[config.mk]
export PLATFORM = sky130hd
export DESIGN_NAME = mesd_decode
export DESIGN_NICKNAME = d
export VERILOG_FILES = /design/src/rtl/mesd_decode.v
export VERILOG_INCLUDE_DIRS = /design/src /design/src/rtl
export SDC_FILE = /design/constraint.sdc
export NUM_CORES = 1
export LEC_CHECK = 0
export BUFFER_PORTS_ARGS = -buffer_cell sky130_fd_sc_hd__buf_2
export CORE_ASPECT_RATIO = 1.4
export CORE_MARGIN = 10
export CORE_UTILIZATION = 38
export DETAILED_ROUTE_END_ITERATION = 10
export SLEW_MARGIN = 20
export SYNTH_ARGS = -nofsm -noshare
export SYNTH_HDL_FRONTEND = slang
export SYNTH_SLANG_ARGS = --single-unit
[constraint.sdc]
create_clock -name mclk -period 2.7 [get_ports mclk]
set_clock_uncertainty 0.15 [all_clocks]
set_input_delay 0.405 -clock mclk [delete_from_list [all_inputs] [get_ports mclk]]
set_output_delay 0.405 -clock mclk [all_outputs]
set_load 0.005 [all_outputs]
[src/rtl/mesd_defs.vh]
// constants for the extended front-end state decoder
// How it works
// sixteen 4-bit remap entries, nibble n mod 8 of word two or three
// descriptor offsets above 15 pass through without lookup
// remap only when extended state selected, else offset used directly
// field destinations use only the lower eight remap entries
// control word decoded only in h264 modes; alternate transform mode reads zero
// scoreboard enable bit 31; when clear type, mask and deltas ignored
// bit 30 scoreboard type, 0 stalling, 1 non-stalling
// mask bits 7:0 enable dependency checks 0 to 7
// signed 4-bit y/x deltas per byte, y upper nibble
// bit 26 selects fixed residual offset versus packed after vectors
// bits 25:24 say which indirect sub-fields exist
// bits 23:16 fixed residual offset in dwords, used only with flag
// bits 12:8 weight/offset register offset, ignored for zero-vector blocks
// bits 4:0 residual register offset; intra blocks start at zero
// descriptor word 0 bits 31:6 give 64-byte aligned kernel start
// bits 3:0 register blocks minus one, 1 to 16 blocks
// word 1 bits 31:26 constant read length; zero suppresses load and offset
// word 1 bits 25:20 constant read offset in 8-dword units
// state pointer bit 0 says whether extended state is loaded
// mode 0100 is h264 motion comp, 0111 is h264 inverse transform
// final offset indexes the descriptor array for dispatch
`ifndef MESD_DEFS_VH
`define MESD_DEFS_VH
`define MESD_W_CTRL 3'h1
`define MESD_W_REMAP_LO 3'h2
`define MESD_W_REMAP_HI 3'h3
`define MESD_W_SB_CTRL 3'h4
`define MESD_W_SB_DLO 3'h5
`define MESD_W_SB_DHI 3'h6
`define MESD_SB_EN_BIT 31
`define MESD_SB_TYPE_BIT 30
`define MESD_FIXOFS_BIT 26
`define MESD_SUBF_HI 25
`define MESD_SUBF_LO 24
`define MESD_RESOFS_HI 23
`define MESD_RESOFS_LO 16
`define MESD_WOOFS_HI 12
`define MESD_WOOFS_LO 8
`define MESD_INTOFS_HI 4
`define MESD_INTOFS_LO 0
`define MESD_KSTART_HI 31
`define MESD_KSTART_LO 6
`define MESD_GRFBLK_HI 3
`define MESD_CLEN_HI 31
`define MESD_CLEN_LO 26
`define MESD_COFS_HI 25
`define MESD_COFS_LO 20
`define MESD_MODE_H264_MC 4'h4
`define MESD_MODE_H264_IT 4'h7
`define MESD_MODE_ALT_IT 4'hb
`define MESD_PS_FRAME 2'h3
`define MESD_REMAP_LAST 7'h0f
`define MESD_WORD_RST 32'h0000_0000
`endif

[src/rtl/mesd_decode.v]
// extended front-end state decoder: remap table, scoreboard and descriptor fields
//
// The register offsets and strobed register access were chosen for this implementation.
`timescale 1ns/1ps
`default_nettype none
`include "mesd_defs.vh"
module mesd_decode #(
	parameter OFS_W = 7
) (
	input wire mclk,
	input wire rstn,
	input wire ptr_load,
	input wire ext_state_en,
	input wire [3:0] front_end_mode,
	input wire [1:0] picture_structure,
	input wire state_we,
	input wire [2:0] state_addr,
	input wire [31:0] state_wdata,
	input wire cmd_valid,
	input wire [OFS_W-1:0] cmd_desc_ofs,
	input wire cmd_mv_zero,
	input wire desc_valid,
	input wire [31:0] desc_word0,
	input wire [31:0] desc_word1,
	input wire reg_wr,
	input wire reg_rd,
	input wire [3:0] reg_addr,
	input wire [31:0] reg_wdata,
	output reg [31:0] reg_rdata,
	output reg disp_valid,
	output reg [OFS_W-1:0] disp_desc_idx,
	output reg [4:0] disp_wo_ofs,
	output reg [4:0] disp_res_ofs,
	output reg [7:0] disp_res_fixed_dw,
	output reg disp_res_fixed,
	output reg [1:0] disp_subfields,
	output reg sb_enable,
	output reg sb_nonstall,
	output reg [7:0] sb_mask,
	output reg [63:0] sb_deltas,
	output reg kern_valid,
	output reg [25:0] kern_start,
	output reg [4:0] kern_blocks,
	output reg const_load,
	output reg [5:0] const_len,
	output reg [5:0] const_ofs
);

////////////////////////////////////////////////////////////////////////////////
// stored state words

reg ext_sel_r;
reg [3:0] mode_r;
reg [1:0] pstruct_r;
reg [31:0] ctrl_r;
reg [31:0] remap_lo_r;
reg [31:0] remap_hi_r;
reg [31:0] sb_ctrl_r;
reg [31:0] sb_dlo_r;
reg [31:0] sb_dhi_r;
reg [31:0] disp_count_r;

// nibble n mod 8 of the chosen remap word
function [3:0] pick_nibble;
	input [31:0] w;
	input [2:0] n;
	begin
		pick_nibble = w[{n, 2'b00} +: 4];
	end
endfunction

function is_h264;
	input [3:0] m;
	begin
		is_h264 = (m == `MESD_MODE_H264_MC) || (m == `MESD_MODE_H264_IT);
	end
endfunction

always @(posedge mclk) begin
	if (!rstn) begin
		ext_sel_r <= 1'b0;
		mode_r <= 4'h0;
		pstruct_r <= `MESD_PS_FRAME;
		ctrl_r <= `MESD_WORD_RST;
		remap_lo_r <= `MESD_WORD_RST;
		remap_hi_r <= `MESD_WORD_RST;
		sb_ctrl_r <= `MESD_WORD_RST;
		sb_dlo_r <= `MESD_WORD_RST;
		sb_dhi_r <= `MESD_WORD_RST;
	end else begin
		if (ptr_load) begin
			ext_sel_r <= ext_state_en;
			mode_r <= front_end_mode;
			pstruct_r <= picture_structure;
		end
		if (state_we) begin
			case (state_addr)
			`MESD_W_CTRL: ctrl_r <= state_wdata;
			`MESD_W_REMAP_LO: remap_lo_r <= state_wdata;
			`MESD_W_REMAP_HI: remap_hi_r <= state_wdata;
			`MESD_W_SB_CTRL: sb_ctrl_r <= state_wdata;
			`MESD_W_SB_DLO: sb_dlo_r <= state_wdata;
			`MESD_W_SB_DHI: sb_dhi_r <= state_wdata;
			default: ;
			endcase
		end
	end
end

////////////////////////////////////////////////////////////////////////////////
// descriptor offset remap

reg [OFS_W-1:0] idx_nxt;
reg [3:0] nib;
always @* begin
	nib = cmd_desc_ofs[3] ? pick_nibble(remap_hi_r, cmd_desc_ofs[2:0]) :
		pick_nibble(remap_lo_r, cmd_desc_ofs[2:0]);
	idx_nxt = cmd_desc_ofs;
	// upper half only meaningful for frame destinations
	if (ext_sel_r && cmd_desc_ofs <= `MESD_REMAP_LAST) begin
		if (!cmd_desc_ofs[3] || pstruct_r == `MESD_PS_FRAME)
			idx_nxt = {{(OFS_W-4){1'b0}}, nib};
	end
end

////////////////////////////////////////////////////////////////////////////////
// control word and dispatch

wire ctl_ok = ext_sel_r && is_h264(mode_r);
wire [31:0] ctl = ctl_ok ? ctrl_r : `MESD_WORD_RST;
wire fixed = ctl[`MESD_FIXOFS_BIT];
wire [1:0] subf = ctl[`MESD_SUBF_HI:`MESD_SUBF_LO];
wire vec_ok = subf[0]; // 00 none, 01 vectors, 11 both; 10 treated as none

always @(posedge mclk) begin
	if (!rstn) begin
		disp_valid <= 1'b0;
		disp_desc_idx <= {OFS_W{1'b0}};
		disp_wo_ofs <= 5'h0;
		disp_res_ofs <= 5'h0;
		disp_res_fixed_dw <= 8'h00;
		disp_res_fixed <= 1'b0;
		disp_subfields <= 2'h0;
		disp_count_r <= `MESD_WORD_RST;
	end else begin
		disp_valid <= cmd_valid;
		if (cmd_valid) begin
			disp_desc_idx <= idx_nxt;
			disp_count_r <= disp_count_r + 32'h0000_0001;
			disp_subfields <= subf;
			disp_res_fixed <= fixed;
			// fixed offset only counts with its flag set
			disp_res_fixed_dw <= fixed ? ctl[`MESD_RESOFS_HI:`MESD_RESOFS_LO] : 8'h00;
			// zero-vector blocks: weights ignored, residual at start of indirect data
			disp_wo_ofs <= (cmd_mv_zero || !vec_ok) ? 5'h0 :
				ctl[`MESD_WOOFS_HI:`MESD_WOOFS_LO];
			disp_res_ofs <= cmd_mv_zero ? 5'h0 : ctl[`MESD_INTOFS_HI:`MESD_INTOFS_LO];
		end
	end
end

////////////////////////////////////////////////////////////////////////////////
// scoreboard, gated by its enable

always @(posedge mclk) begin
	if (!rstn) begin
		sb_enable <= 1'b0;
		sb_nonstall <= 1'b0;
		sb_mask <= 8'h00;
		sb_deltas <= 64'h0000_0000_0000_0000;
	end else begin
		sb_enable <= ext_sel_r && sb_ctrl_r[`MESD_SB_EN_BIT];
		if (ext_sel_r && sb_ctrl_r[`MESD_SB_EN_BIT]) begin
			sb_nonstall <= sb_ctrl_r[`MESD_SB_TYPE_BIT];
			sb_mask <= sb_ctrl_r[7:0];
			sb_deltas <= {sb_dhi_r, sb_dlo_r};
		end else begin
			sb_nonstall <= 1'b0;
			sb_mask <= 8'h00;
			sb_deltas <= 64'h0000_0000_0000_0000;
		end
	end
end

////////////////////////////////////////////////////////////////////////////////
// kernel descriptor leading fields

always @(posedge mclk) begin
	if (!rstn) begin
		kern_valid <= 1'b0;
		kern_start <= 26'h000_0000;
		kern_blocks <= 5'h00;
		const_load <= 1'b0;
		const_len <= 6'h00;
		const_ofs <= 6'h00;
	end else begin
		kern_valid <= desc_valid;
		if (desc_valid) begin
			kern_start <= desc_word0[`MESD_KSTART_HI:`MESD_KSTART_LO];
			// stored as count minus one; one is added to the whole 4-bit field
			kern_blocks <= {1'b0, desc_word0[`MESD_GRFBLK_HI:0]} + 5'h01;
			const_len <= desc_word1[`MESD_CLEN_HI:`MESD_CLEN_LO];
			const_load <= |desc_word1[`MESD_CLEN_HI:`MESD_CLEN_LO];
			const_ofs <= (|desc_word1[`MESD_CLEN_HI:`MESD_CLEN_LO]) ?
				desc_word1[`MESD_COFS_HI:`MESD_COFS_LO] : 6'h00;
		end
	end
end

////////////////////////////////////////////////////////////////////////////////
// register port: index 1-6 state words, 8 status, 9 dispatch count; others read zero

always @(posedge mclk) begin
	if (!rstn) begin
		reg_rdata <= `MESD_WORD_RST;
	end else if (reg_rd) begin
		case (reg_addr)
		4'h1: reg_rdata <= ctrl_r;
		4'h2: reg_rdata <= remap_lo_r;
		4'h3: reg_rdata <= remap_hi_r;
		4'h4: reg_rdata <= sb_ctrl_r;
		4'h5: reg_rdata <= sb_dlo_r;
		4'h6: reg_rdata <= sb_dhi_r;
		4'h8: reg_rdata <= {25'h000_0000, ctl_ok, pstruct_r, mode_r};
		4'h9: reg_rdata <= disp_count_r;
		default: reg_rdata <= `MESD_WORD_RST;
		endcase
	end
end

// writes over the register port are accepted but ignored; unused here
wire unused_wr = reg_wr & (|reg_wdata);

endmodule
`default_nettype wire

==> metrics.cfg <==
[setup_path]
slowest_delay_ns = 0.74
critPathRequiredTime_ns = 3.00
worst-path-buf-inv = 2
endpoint_kind = register
path_cells = dlygate4sd3_1, buf_2, or4b_2, a21oi_1, nand4_1, a311oi_1
path_class = in -> reg
cpLargestDelayFamily = simple AND/OR/NAND/NOR gates
crit_slowest_cell = or4b_2
startpoint_type = primary input
crit_path_max_fanout = 6
arrival_ns = 2.77

[timing]
finalCriticalPeriod_ns = 2.47
final-max-slew-violation-count = 0
holdWs_ns = 0.00854
setup_tns_ns = 0
worst_pin_slew_ns = 1.14
setup_viol = 0
max-slew-margin-rel_pct = 23.8
timing.fmax_mhz = 405
hold_violations = 0
grt_setup_unrepaired = no
period_share_pct = 91.5

[synth]
synth-seq-cells = 411
synth_fp_nets = 2050
synth_cells = 1890
syn_area_per_cell_sq_um = 8.59
ys.flop_type = dfxtp_1
synth_edf_count = 0
ys_seq_area_share_pct = 50.7
async_flop_share_pct = 0
yosysWarnings = 0
ys_types = 58
synth_area_sq_um = 16200

[place]
dp_hpwl_mm = 42.4
dpl_cell_area_sq_um = 18400
io_buffers = 282
place_congestion = 0.905

[die]
dieArea_sq_um = 51500
die_h_microns = 265
rows = 89
top_level_ports = 338
start_util_pct = 38.5
core_sq_um = 42200
die_w_microns = 195

[cells_and_area]
fin_nets = 2360
mostFrequentLayoutCell = nand2_1
seqCellArea_sq_um = 8230
drive_above_1_share_pct = 20.0
design_area_sq_um = 20400
fill_cells = 4039
area_growth_pct = 25.8
final_cell_mix = nand2_1 (431), dfxtp_1 (411), buf_2 (282)
multiInputGateArea_sq_um = 7450

[global_route]
grt_pass1_vias = 14800
track_usage_pct = 21.7
antenna_found_initial = 5
overflow = 0
grt_max_degree = 102
grt_pass1_wl_mm = 89.6

[pwr]
power_per_cell_area_nw_per_um2 = 654
power_mw = 13.4
peakVddDrop_uv = 398
p_leak_nw = 8.07

[detailed_routing]
wire_per_inst_microns = 21.1
vias = 15100
drt-pass1-iter-count = 10
drtIter0Drc = 1357
wirelength_mm = 58.8
drc = 0
postRouteAntennaNets = 0
vias_per_cell = 5.43

[clock_tree]
htree_num_levels = 2
ctsLongestPathBuffers = 3
clkLatencyLatePin_ns = 0.57
numCtsBuffers = 41
path_clk_slew_ns = 0.07
cts_resized = 0
cts_hold_buffers = 60
cts.sinks = 411
cts_tree = done
root_buffer = clkbuf_16
post_cts_buffers = 0

[worst_hold_path]
holdCritPathClass = in -> reg

[outcome]
status = finished, final reports clean

[flow_run]
cap_violations = 0

==> sequential cells by signal (all words and copies together) (netlist names), 26 cells and up <==
name,count
disp_count_r,32
ctrl_r,32
reg_rdata,32
pick_nibble.w,32
kern_start,26
sb_ctrl_r,32
sb_deltas,64
sb_dlo_r,32
sb_dhi_r,32
remap_hi_r,32
==> worst reg2reg max path, stage by stage (launching register included) <==
cell and delay [ns]:
dfxtp_1 0.47, and4_4 0.32, nand3_4 0.18, or4_1 0.70, or3_1 0.37, a21oi_1 0.16
==> path summary, 6_finish.rpt <==
check                       start          endpoint  slack (ns)  cells after the start
setup / recovery  cmd_desc_ofs[4]  disp_desc_idx[2]        0.23                      6
hold / removal    state_wdata[15]      sb_dhi_r[15]       0.009                      3
setup reg to reg  disp_count_r[8]  disp_count_r[28]        0.27                      5
hold reg to reg     reg_rdata[16]     reg_rdata[16]        0.30                      2
==> metrics by stage <==
step,worst slack (ns),std cells,util (%)
after detailed placement,0.234,2643,43.6
after global routing,0.140,2777,48.4
after CTS,0.302,2776,48.4
after floorplan,0.644,1890,-
final,0.229,2779,48.4
after global placement,0.229,2643,43.6
==> kinds of logic (layout without fill, tap and decap cells) <==
| logic type | after synthesis | in the layout | share of synthesized area, % |
|---|---|---|---|
| AO/OA/AOI/OAI | 424 | 424 | 15.8 |
| XOR/XNOR | 27 | 27 | 1.46 |
| flip-flops | 411 | 411 | 50.7 |
| buffers and inverters | 151 | 491 | 3.58 |
| adder cells (fa/ha/maj) | 2 | 2 | 0.154 |
| other | 0 | 3 | 0 |
| multiplexers | 105 | 105 | 7.48 |
| AND/OR/NAND/NOR | 770 | 770 | 20.8 |
==> per-layer routing <==
| metal | part of all wire [%] | global-route usage [%] | vias to the layer above |
|---|---|---|---|
| met1 | 40 | 26.3 | 7136 |
| met3 | 8.7 | 5.53 | 134 |
| met4 | 4.1 | 8.93 | 4 |
| li1 | - | - | 7115 |
| met2 | 47 | 36.1 | 705 |
| met5 | 0.054 | 0 | - |
==> final cells by class <==
class                   instances  area share, %
inverters                      11          0.239
flip-flops and latches        411           40.3
clock inverters                15           1.29
clock buffers                  58           5.78
repair buffers                407           12.6
multi-input cells            1328           36.5
diodes                          3         0.0367
well taps                     546           3.34
==> report_power, final <==
part	leakage [nW]	internal [mW]	switching, mW	total (mW)
combinational	4.05	0.373	0.590	0.962
clock	0.696	3.65	2.49	6.13
sequential	3.33	6.18	0.0960	6.28
==> synthesized netlist by cell type, drive strengths merged (12+ instances only) <==
| cell type | n | area [sq um] |
|---|---|---|
| mux2i | 82 | 821 |
| nor2b | 15 | 93.8 |
| nor2 | 139 | 522 |
| nand2b | 13 | 81.3 |
| a21oi | 227 | 1140 |
| a22o | 17 | 149 |
| dfxtp | 411 | 8230 |
| nand3 | 36 | 193 |
| clkbuf | 118 | 444 |
| o22ai | 26 | 163 |
| o21ai | 30 | 150 |
| mux4 | 12 | 270 |
| a22oi | 66 | 495 |
| buf | 22 | 96.3 |
| a211oi | 15 | 113 |
| xnor2 | 19 | 166 |
| nand2 | 431 | 1620 |
| and2 | 79 | 494 |
No activity file was read; power rests on OpenSTA's default activity.
